--- src/logic/timer_cmp_map.svh ---
`ifndef TIMER_CMP_MAP_SVH
`define TIMER_CMP_MAP_SVH

// Register offsets
`define ADDR_COMPARE_B      6'h21
`define ADDR_COMPARE_A      6'h22
`define ADDR_FLAGS          6'h25
`define ADDR_MASK           6'h26
`define ADDR_COUNT_LOW      6'h23
`define ADDR_COUNT_HIGH     6'h27
`define ADDR_TIMER_CTRL     6'h24
`define ADDR_PRESCALE_CTRL  6'h18

// Field positions
`define BIT_CAPTURE         7
`define BIT_RESERVED        6
`define BIT_COMPARE_B       5
`define BIT_COMPARE_A       4
`define BIT_OVERFLOW        3
`define BIT_WIDE            7
`define BIT_CAPTURE_MODE    6
`define BIT_TOP_CAPTURE     3
`define BIT_SYNC_HOLD       5
`define BIT_PRESCALE_RESET  4

// Reset values
`define RESET_BYTE          8'h00
`define RESET_PRESCALE      10'h000

// Fixed mask of writable flag and enable bits
`define FLAG_MASK           8'hbf

`endif

--- src/logic/timer_cmp_pkg.sv ---
package timer_cmp_pkg;
    typedef enum logic [2:0] {
        CS_STOP, CS_DIV1, CS_DIV8, CS_DIV64, CS_DIV256, CS_DIV1024, CS_EXT_FALL, CS_EXT_RISE
    } clock_sel_t;
    typedef logic [7:0] byte_t;
endpackage

--- src/logic/ext_pin_sync.sv ---
`timescale 1ns/1ps
`include "timer_cmp_map.svh"
module ext_pin_sync
(
    // Clock and reset
    input  wire logic mclk_in,
    input  wire logic nrst_in,
    // Pin and select
    input  wire logic pin_in,
    input  wire logic rise_sel_in,
    // Count pulse
    output logic      pulse_out
);
    logic sample;
    logic synced;
    logic last;
    logic next_pulse;

    // Sample, then edge detect on the synchronised level
    always_comb
    begin
        next_pulse = rise_sel_in ? (synced & ~last) : (~synced & last);
    end

    always_ff @(posedge mclk_in or negedge nrst_in)
    begin
        if (!nrst_in)
        begin
            sample    <= 1'b0;
            synced    <= 1'b0;
            last      <= 1'b0;
            pulse_out <= 1'b0;
        end
        else
        begin
            sample    <= pin_in;
            synced    <= sample;
            last      <= synced;
            pulse_out <= next_pulse;
        end
    end
endmodule

--- src/logic/timer_compare_flags_prescaler.sv ---
`timescale 1ns/1ps
`include "timer_cmp_map.svh"
module timer_compare_flags_prescaler
(
    // Clock and reset
    input  wire logic       mclk_in,
    input  wire logic       nrst_in,
    // Register port
    input  wire logic [5:0] reg_addr_in,
    input  wire logic [7:0] reg_wdata_in,
    input  wire logic       reg_write_in,
    input  wire logic       reg_read_in,
    output logic      [7:0] reg_rdata_out,
    // Timer side
    input  wire logic [2:0] clock_select_in,
    input  wire logic [2:0] other_clock_select_in,
    input  wire logic [15:0] counter_in,
    input  wire logic       wide_mode_select_in,
    input  wire logic       capture_mode_in,
    input  wire logic       capture_top_in,
    input  wire logic       capture_event_in,
    input  wire logic       overflow_in,
    input  wire logic       external_count_pin_in,
    input  wire logic       global_irq_enable_in,
    input  wire logic [3:0] vector_ack_in,
    // Outputs
    output logic            count_tick_out,
    output logic            other_count_tick_out,
    output logic            timers_halted_out,
    output logic [3:0]      irq_out,
    output logic [15:0]     compare_value_out
);
    logic [7:0] compare_a_value;
    logic [7:0] compare_b_value;
    logic [7:0] temp_high;
    logic [7:0] timer_interrupt_flags;
    logic [7:0] timer_interrupt_mask;
    logic       sync_hold_mode;
    logic       prescaler_reset_bit;
    logic [9:0] prescale_count;
    logic       pin_pulse;
    logic       last_counter_valid;
    logic [15:0] last_counter;

    logic [7:0] next_compare_a_value;
    logic [7:0] next_compare_b_value;
    logic [7:0] next_temp_high;
    logic [7:0] next_flags;
    logic [7:0] next_mask;
    logic       next_sync_hold_mode;
    logic       next_prescaler_reset_bit;
    logic [9:0] next_prescale_count;
    logic [7:0] next_rdata;
    logic       next_tick;
    logic       next_other_tick;
    logic [3:0] next_irq;
    logic       match_a;
    logic       match_b;
    logic [7:0] set_bits;
    logic [7:0] clear_bits;

    // Tick for a select code from the shared prescaler, or from the synchronised pin pulse for the external codes
    function automatic logic tick_for(input logic [2:0] sel, input logic [9:0] cnt,
                                      input logic pin, input logic halt);
        logic t;
        t = 1'b0;
        unique case (timer_cmp_pkg::clock_sel_t'(sel))
            timer_cmp_pkg::CS_STOP:     t = 1'b0;
            timer_cmp_pkg::CS_DIV1:     t = ~halt;
            timer_cmp_pkg::CS_DIV8:     t = ~halt & (cnt[2:0] == 3'h7);
            timer_cmp_pkg::CS_DIV64:    t = ~halt & (cnt[5:0] == 6'h3f);
            timer_cmp_pkg::CS_DIV256:   t = ~halt & (cnt[7:0] == 8'hff);
            timer_cmp_pkg::CS_DIV1024:  t = ~halt & (cnt == 10'h3ff);
            timer_cmp_pkg::CS_EXT_FALL: t = pin;
            timer_cmp_pkg::CS_EXT_RISE: t = pin;
        endcase
        return t;
    endfunction

    // ----------------------------------------
    // External pin
    // ----------------------------------------
    ext_pin_sync u_pin
    (
        .mclk_in     (mclk_in),
        .nrst_in     (nrst_in),
        .pin_in      (external_count_pin_in),
        .rise_sel_in (clock_select_in[0]),
        .pulse_out   (pin_pulse)
    );

    // ----------------------------------------
    // Registers, flags and prescaler
    // ----------------------------------------
    always_comb
    begin
        next_compare_a_value     = compare_a_value;
        next_compare_b_value     = compare_b_value;
        next_temp_high           = temp_high;
        next_mask                = timer_interrupt_mask;
        next_sync_hold_mode      = sync_hold_mode;
        next_prescaler_reset_bit = prescaler_reset_bit & sync_hold_mode;
        clear_bits               = `RESET_BYTE;
        if (reg_write_in)
        begin
            unique case (reg_addr_in)
                `ADDR_COMPARE_A:
                begin
                    next_compare_a_value = reg_wdata_in;
                    if (wide_mode_select_in)
                        next_compare_b_value = temp_high;
                end
                `ADDR_COMPARE_B:
                begin
                    if (wide_mode_select_in)
                        next_temp_high = reg_wdata_in;
                    else
                        next_compare_b_value = reg_wdata_in;
                end
                `ADDR_COUNT_HIGH: next_temp_high = reg_wdata_in;
                `ADDR_MASK:       next_mask = reg_wdata_in & `FLAG_MASK;
                `ADDR_FLAGS:      clear_bits = reg_wdata_in & `FLAG_MASK;
                `ADDR_PRESCALE_CTRL:
                begin
                    next_sync_hold_mode      = reg_wdata_in[`BIT_SYNC_HOLD];
                    next_prescaler_reset_bit = reg_wdata_in[`BIT_PRESCALE_RESET]
                                               & reg_wdata_in[`BIT_SYNC_HOLD];
                end
                default: ;
            endcase
        end
        clear_bits[`BIT_CAPTURE]   = clear_bits[`BIT_CAPTURE]   | vector_ack_in[3];
        clear_bits[`BIT_COMPARE_B] = clear_bits[`BIT_COMPARE_B] | vector_ack_in[2];
        clear_bits[`BIT_COMPARE_A] = clear_bits[`BIT_COMPARE_A] | vector_ack_in[1];
        clear_bits[`BIT_OVERFLOW]  = clear_bits[`BIT_OVERFLOW]  | vector_ack_in[0];

        // Compare match on each new counter value
        match_a = wide_mode_select_in
                ? (counter_in == {compare_b_value, compare_a_value})
                : (counter_in[7:0] == compare_a_value);
        match_b = ~wide_mode_select_in
                & (counter_in[7:0] == compare_b_value);
        if (!last_counter_valid || counter_in == last_counter)
        begin
            match_a = 1'b0;
            match_b = 1'b0;
        end
        set_bits = `RESET_BYTE;
        set_bits[`BIT_CAPTURE]   = capture_event_in
                                   | (capture_top_in & counter_in[7:0] == compare_a_value
                                      & ~wide_mode_select_in);
        set_bits[`BIT_COMPARE_B] = match_b;
        set_bits[`BIT_COMPARE_A] = match_a & ~capture_mode_in;
        set_bits[`BIT_OVERFLOW]  = overflow_in;
        next_flags = (timer_interrupt_flags & ~clear_bits) | set_bits;

        // Free running divider, only the reset bit restarts it
        if (prescaler_reset_bit || (reg_write_in && reg_addr_in == `ADDR_PRESCALE_CTRL
                                    && reg_wdata_in[`BIT_PRESCALE_RESET]))
            next_prescale_count = `RESET_PRESCALE;
        else
            next_prescale_count = prescale_count + 10'h001;

        next_tick       = tick_for(clock_select_in, prescale_count, pin_pulse,
                                   prescaler_reset_bit);
        next_other_tick = tick_for(other_clock_select_in, prescale_count, 1'b0,
                                   prescaler_reset_bit);

        next_irq = {4{global_irq_enable_in}} &
                   {timer_interrupt_flags[`BIT_CAPTURE]   & timer_interrupt_mask[`BIT_CAPTURE],
                    timer_interrupt_flags[`BIT_COMPARE_B] & timer_interrupt_mask[`BIT_COMPARE_B],
                    timer_interrupt_flags[`BIT_COMPARE_A] & timer_interrupt_mask[`BIT_COMPARE_A],
                    timer_interrupt_flags[`BIT_OVERFLOW]  & timer_interrupt_mask[`BIT_OVERFLOW]};
        next_rdata = reg_rdata_out;
        if (reg_read_in)
        begin
            unique case (reg_addr_in)
                `ADDR_COMPARE_A:     next_rdata = compare_a_value;
                `ADDR_COMPARE_B:     next_rdata = compare_b_value;
                `ADDR_FLAGS:         next_rdata = timer_interrupt_flags;
                `ADDR_MASK:          next_rdata = timer_interrupt_mask;
                `ADDR_PRESCALE_CTRL: next_rdata = {2'b00, sync_hold_mode,
                                                   prescaler_reset_bit, 4'h0};
                default:             next_rdata = `RESET_BYTE;
            endcase
        end
    end

    always_ff @(posedge mclk_in or negedge nrst_in)
    begin
        if (!nrst_in)
        begin
            compare_a_value       <= `RESET_BYTE;
            compare_b_value       <= `RESET_BYTE;
            temp_high             <= `RESET_BYTE;
            timer_interrupt_flags <= `RESET_BYTE;
            timer_interrupt_mask  <= `RESET_BYTE;
            sync_hold_mode        <= 1'b0;
            prescaler_reset_bit   <= 1'b0;
            prescale_count        <= `RESET_PRESCALE;
            last_counter          <= 16'h0000;
            last_counter_valid    <= 1'b0;
            reg_rdata_out         <= `RESET_BYTE;
            count_tick_out        <= 1'b0;
            other_count_tick_out  <= 1'b0;
            timers_halted_out     <= 1'b0;
            irq_out               <= 4'h0;
            compare_value_out     <= 16'h0000;
        end
        else
        begin
            compare_a_value       <= next_compare_a_value;
            compare_b_value       <= next_compare_b_value;
            temp_high             <= next_temp_high;
            timer_interrupt_flags <= next_flags;
            timer_interrupt_mask  <= next_mask;
            sync_hold_mode        <= next_sync_hold_mode;
            prescaler_reset_bit   <= next_prescaler_reset_bit;
            prescale_count        <= next_prescale_count;
            last_counter          <= counter_in;
            last_counter_valid    <= 1'b1;
            reg_rdata_out         <= next_rdata;
            count_tick_out        <= next_tick;
            other_count_tick_out  <= next_other_tick;
            timers_halted_out     <= next_prescaler_reset_bit;
            irq_out               <= next_irq;
            compare_value_out     <= {next_compare_b_value, next_compare_a_value};
        end
    end
endmodule

--- config.mk ---
export PLATFORM = sky130hd
export DESIGN_NAME = timer_compare_flags_prescaler
export DESIGN_NICKNAME = d
export VERILOG_FILES = /design/src/logic/timer_cmp_pkg.sv /design/src/logic/ext_pin_sync.sv /design/src/logic/timer_compare_flags_prescaler.sv
export VERILOG_INCLUDE_DIRS = /design/src /design/src/logic
export SDC_FILE = /design/constraint.sdc
export NUM_CORES = 1
export LEC_CHECK = 0
export BUFFER_PORTS_ARGS = -buffer_cell sky130_fd_sc_hd__buf_2
export CAP_MARGIN = 10
export CORE_ASPECT_RATIO = 0.6
export CORE_MARGIN = 2
export CORE_UTILIZATION = 45
export DETAILED_ROUTE_END_ITERATION = 6
export PLACE_DENSITY = 0.7
export SETUP_SLACK_MARGIN = 0.1
export SYNTH_ARGS = -nofsm -noshare
export SYNTH_HDL_FRONTEND = slang
export SYNTH_HIERARCHICAL = 1
export SYNTH_SLANG_ARGS = --single-unit
--- constraint.sdc ---
create_clock -name mclk_in -period 1.4 [get_ports mclk_in]
set_clock_uncertainty 0.05 [all_clocks]
set_input_delay 0.07 -clock mclk_in [delete_from_list [all_inputs] [get_ports mclk_in]]
set_output_delay 0.07 -clock mclk_in [all_outputs]
set_load 0.05 [all_outputs]
==> results of run 1 <==
==> per-stage QoR <==
stage / TNS (ns) / area (um^2)
after global placement: -4.21 / 5010
after floorplan: -1.35 / 4130
after CTS: -0.603 / 5890
after detailed placement: -4.85 / 5010
after global routing: -0.997 / 6000
final: -0.566 / 6000
==> cell usage after synthesis (8+ instances only) <==
master / n / area [um^2]
a22o_1: 8 / 70.1
and3_1: 8 / 50.1
dfrtp_1: 85 / 2130
mux2_2: 24 / 270
mux2_4: 8 / 120
mux2i_1: 10 / 100
nand2_1: 21 / 78.8
nand3_1: 10 / 50.1
nor2_1: 12 / 45.0
o2bb2ai_1: 10 / 87.6
xnor2_1: 21 / 184
xor2_1: 26 / 228
==> state kept, by name, indices dropped and copies added (netlist names) <==
name / cells
last_counter: 16
prescale_count: 10
compare_b_value: 8
reg_rdata_out: 8
temp_high: 8
compare_a_value: 7
timer_interrupt_flags: 7
timer_interrupt_mask: 7
irq_out: 4
compare_value_out: 1
count_tick_out: 1
last_counter_valid: 1
other_count_tick_out: 1
prescaler_reset_bit: 1
sync_hold_mode: 1
u_pin/last: 1
u_pin/pulse_out: 1
u_pin/sample: 1
u_pin/synced: 1
==> path summary, 6_finish.rpt <==
path,cells after the start,startpoint,end
max reg2reg,4,last_counter[12],timer_interrupt_flags[5]
min reg2reg,0,u_pin/sample,u_pin/synced
max in group asynchronous,3,nrst_in,compare_b_value[4]
min in group asynchronous,2,nrst_in,prescale_count[3]
max,4,last_counter[12],timer_interrupt_flags[5]
min,3,reg_wdata_in[4],prescaler_reset_bit
==> power breakdown <==
group	internal (mW)	switching, mW	total [mW]
combinational	0.872	0.921	1.79
clock	1.47	0.888	2.36
sequential	2.75	0.252	3.01
total	5.09	2.06	7.15
==> timing repair <==
item                                   4_1_cts  5_1_grt
hold buffers                                31        0
pin swaps                                   15       14
buffers inserted                            11        4
resized for setup                           43       23
endpoints found under the hold margin      119        0
setup endpoints to repair                   13       25
==> cell families after synthesis <==
family                     Yosys count  synth area share
and+or+nand+nor                     88             0.128
other                                1          0.000923
AOI/OAI and AO/OA                   48             0.101
xor gates and xnor gates            47             0.101
buffers and inverters               14            0.0172
muxes                               42             0.121
DFF                                 85             0.524
adders and majority gates            2           0.00616
==> per-layer routing <==
metal  routed length (um)  vias up
li1                     -     1547
met1                 5330     1685
met2                 5190      131
met3                  999       16
met4                  148        0
met5                    0        -
==> tightest hold or removal path, delay by kind of cell <==
kind | cells | cell delay, ns
AO/OA/AOI/OAI | 1 | 0.06
AND/OR/NAND/NOR | 1 | 0.06
buffers and inverters | 1 | 0.16
==> area by class of cell <==
class / instances / area, um^2 / area share
sequential: 85 / 2150 / 0.358
multi-input combinational: 228 / 2100 / 0.350
timing repair buffer: 175 / 1300 / 0.216
clock buffer: 13 / 260 / 0.0434
tap: 112 / 140 / 0.0234
clock inverter: 2 / 35.0 / 0.00584
inverter: 5 / 18.8 / 0.00313
==> out/results.ini, run 1 <==
[detailed_routing]
drcViolationCount=0
ant_nets=0
routed_wl_mm=11.7
viasPerCell=5.45
vias=3379
wire_per_inst_um=18.8
firstDrtPassIters=5
drtIter0Drc=285

[job]
maxCapViolCount=0

[timing]
setup_violations=7
hold_slack_ns=0.0102
finalMaxSlewViolations=0
hold_viol=0
rsz0062_at_grt=yes
finalWorstSetupSlack_ns=-0.184
finalCriticalPeriod_ns=1.58
period_share=1.13
fmax_mhz=631

[floorplan]
die_area_um2=9830
start_util=0.471
std_cell_rows=26
die_h_um=77.6
coreArea_um2=8620
pin_count=82
die_x_um=127

[layout]
final_common_cell=buf_2
finalNonFillerCells=620
mostFrequentLayoutCells=buf_2 (75), dfrtp_1 (68), buf_4 (48), dlygate4sd3_1 (31), xor2_1 (26)
num_antenna_cells=0
n_fill_cell=575
nets=557
drive_above_1_share=0.484
final_util=0.696
syn2layout_area_growth_pct=47.7

[clock_network]
cts_buffers=9
clock_latency_ns=0.34
cts_tree=built
htree_levels=3
clock-sinks=85
clk_pin_slew_ns=0.06
clockRootBuffer=clkbuf_16
cts_buffer_depth=2

[run_status]
outcome=finished, violations left
violations=negative setup slack

[synthesis]
synth.distinct_cells=50
synth-seq-area-share=0.524
ys_ff_latch=85
synth_edf_count=0
syn_area_um2=4060
ys_async_sr_fraction=1.00
avgSynthCellArea_um2=12.4
yosys_warnings=6
synth_ff_type=dfrtp_1
synth_cells=327
synth_nets=380

[critical_path]
path_cells=xnor2_1, nand4_1, o41ai_4, o41ai_2
endpoint_kind=register
crit_required_ns=1.55
crit_type=reg -> reg
cp-start-kind=register
cp_max_fo=2
cpLargestDelayFamily=compound AO/OA/AOI/OAI gates
critical_path_buf_inv_count=0
cpPeakStageDelay_ns=0.50
rrSetupSlack_ns=-0.18
slowest_stage=o41ai_4
crit_arrival_ns=1.73

[grt]
overflow=0
grt_pass1_wl_mm=18.7
grt_pass1_vias=3568
grt_util_met1=0.344
grt_busiest_layer=met2
grt_usage=0.248
grt_max_degree=39
met2_usage=0.372
antenna_found_initial=0
use_met3=0.0959

[placement]
place_hpwl_mm=8.15
dp_cells=562
dp_slack_ns=-0.266
numPortBuffers=81
place_congestion=0.848

[power]
ir_worst_vdd_uv=884
total_leakage_power_nw=2.92
power_mw=7.15
power_density_nw_per_um2=1190

[hold_path]
hold_path_class=in -> reg

Note: power is estimated with default switching activity, not from simulation.
==> run 2, diff against run 1 <==
--- a/config.mk
+++ b/config.mk
@@ -9,10 +9,11 @@
 export BUFFER_PORTS_ARGS = -buffer_cell sky130_fd_sc_hd__buf_2
 export CAP_MARGIN = 10
 export CORE_ASPECT_RATIO = 0.6
-export CORE_MARGIN = 2
-export CORE_UTILIZATION = 45
+export CORE_MARGIN = 10
+export CORE_UTILIZATION = 50
 export DETAILED_ROUTE_END_ITERATION = 6
-export PLACE_DENSITY = 0.7
+export GPL_ROUTABILITY_DRIVEN = 0
+export PLACE_DENSITY = 0.77
 export SETUP_SLACK_MARGIN = 0.1
 export SYNTH_ARGS = -nofsm -noshare
 export SYNTH_HDL_FRONTEND = slang
==> run 2 against run 1 <==
Against the previous run:
- the run still ends with negative setup slack left
- critical path type unchanged
- cell area is 1.9% higher
- sequential cell count stayed put
- largest cell class unchanged
- sequential power is 1% higher
==> out/results.ini, run 2 (synthesis results as in run 1) <==
[critical_path]
cpPeakStageDelay_ns=0.41  ; -0.09 ns
cp-start-kind=register
crit_type=reg -> reg
slowest_stage=dfrtp_2
crit_arrival_ns=1.91  ; +0.18 ns
cp_max_fo=2  ; unchanged
cpLargestDelayFamily=simple AND/OR/NAND/NOR gates
critical_path_buf_inv_count=1  ; +1
endpoint_kind=register
crit_required_ns=1.59  ; +0.04 ns
path_cells=buf_6, xor2_2, nor4_2, nand4_1, o41ai_4

[timing]
finalMaxSlewViolations=0  ; unchanged
fmax_mhz=581  ; -8.0%
rsz0062_at_grt=yes
hold_viol=0  ; unchanged
setup_tns_ns=-1.36  ; -0.799 ns
hold_slack_ns=0.0514  ; +0.0413 ns
period_share=1.23  ; +0.0978
finalCriticalPeriod_ns=1.72  ; +0.137 ns
setup_violations=10  ; +3
finalWorstSetupSlack_ns=-0.321  ; -0.137 ns

[clock_network]
clockRootBuffer=clkbuf_16
clk_pin_slew_ns=0.07  ; about the same
cts_tree=built
htree_levels=3  ; unchanged
cts_buffer_depth=2  ; unchanged
clock-sinks=85  ; unchanged
clock_latency_ns=0.35  ; about the same
cts_buffers=9  ; unchanged

[layout]
mostFrequentLayoutCells=buf_2 (75), dfrtp_1 (66), buf_4 (47), dlygate4sd3_1 (34), xor2_1 (25)
largest_reg_flops=16  ; unchanged
drive_above_1_share=0.500  ; +0.0157
final_common_cell=buf_2
regMostFlops=last_counter
syn2layout_area_growth_pct=50.5
top_regs=last_counter x16, prescale_count x10
nets=563  ; +1.1%
num_antenna_cells=0  ; unchanged

[grt]
grt_max_degree=41  ; +5.1%
antenna_found_initial=0  ; unchanged
grt_pass1_wl_mm=21.6  ; +15%
grt_usage=0.226  ; -0.0226
grt_pass1_vias=3833  ; +7.4%
overflow=0  ; unchanged

[floorplan]
pin_count=82  ; unchanged
die_h_um=89.8  ; +16%
die_area_um2=12200  ; +25%
std_cell_rows=25  ; -3.8%
coreArea_um2=7880  ; -8.6%
die_x_um=136  ; +7.7%
start_util=0.515  ; +0.0441

[run_status]
outcome=finished, violations left
violations=negative setup slack

[detailed_routing]
drtIter0Drc=487  ; +71%
vias=3765  ; +11%
viasPerCell=6.05  ; +11%
ant_nets=0  ; unchanged
wire_per_inst_um=23.8  ; +27%
routed_wl_mm=14.8  ; +27%
drcViolationCount=0  ; unchanged
firstDrtPassIters=5  ; unchanged

[power]
total_leakage_power_nw=2.99  ; +2.2%
power_frac_seq=0.416  ; -0.004
p_sw_frac=0.308  ; +0.0197
p_sw_mw=2.26  ; +9.6%
power_mw=7.34  ; +2.5%
power_density_nw_per_um2=1200  ; +0.63%
power.share.combinational=0.259  ; +0.008
clockPowerShare=0.325  ; -0.004
ir_worst_vdd_uv=740  ; -16%
p_int_mw=5.08  ; -0.30%

[placement]
numPortBuffers=81  ; unchanged
place_hpwl_mm=9.17  ; +13%

[job]
maxCapViolCount=0  ; unchanged

[hold_path]
hold_path_class=in -> reg

## run 2: changes by cell type in the layout (fill, tap and decap cells not counted), sizes merged
| cell | delta |
|---|---|
| dlygate4sd3 | +3 |
| buf | +3 |
## run 2: repair_timing
| action | 4_1_cts | 5_1_grt |
|---|---|---|
| resized for setup | 43 | 38 |
| endpoints found under the setup margin | 16 | 26 |
| buffers inserted | 8 | 9 |
| pin swaps | 24 | 27 |
| hold buffers | 34 | 0 |
| endpoints found under the hold margin | 101 | 0 |
## run 2: final timing paths
path | from | endpoint | slack, ns | cells past startpoint
max reg2reg | compare_b_value[0] | timer_interrupt_flags[5] | -0.32 | 5
min | other_clock_select_in[0] | other_count_tick_out | 0.05 | 3
min reg2reg | u_pin/sample | u_pin/synced | 0.30 | 0
max in group asynchronous | nrst_in | compare_a_value[0] | 0.55 | 3
max | compare_b_value[0] | timer_interrupt_flags[5] | -0.32 | 5
min in group asynchronous | nrst_in | temp_high[6] | 0.15 | 2
## run 2: metrics by stage
stage	setup slack, ns	utilization	std cells	instance area (um^2)
floorplan	-0.134	-	327	4130
global placement	-0.290	0.636	559	5010
detailed placement	-0.368	0.636	559	5010
CTS	-0.219	0.747	616	5890
global route	-0.370	0.776	622	6110
finish	-0.321	0.776	622	6110
## run 2: layout make-up
type	count	area [um^2]
Inverter	5	18.8
Fill cell	445	1770
Timing Repair Buffer	181	1370
Sequential cell	85	2150
Clock inverter	2	35.0
Multi-Input combinational cell	228	2150
Clock buffer	13	250
Tap cell	108	135
## run 2: power by group through the flow
stage | sequential [mW] | clock (mW) | combinational, mW
after detailed placement | 3.01 | 0 | 1.44
after global routing | 3.07 | 2.51 | 2.01
after global placement | 2.99 | 0 | 1.39
after floorplan | 3.26 | 0 | 0.537
final | 3.05 | 2.39 | 1.90
after CTS | 2.99 | 2.35 | 1.69
## run 2: worst min-delay path, cell delays in order
cell and delay (ns):
buf_2 0.13, o21ai_0 0.08, o22a_1 0.13
## run 2: layer usage
layer / GRT usage / wire length (um) / part of all wire
met2: 0.336 / 6770 / 0.46
met1: 0.296 / 5940 / 0.40
met5: 0 / 0 / 0
met4: 0.0742 / 479 / 0.032
met3: 0.0844 / 1630 / 0.11
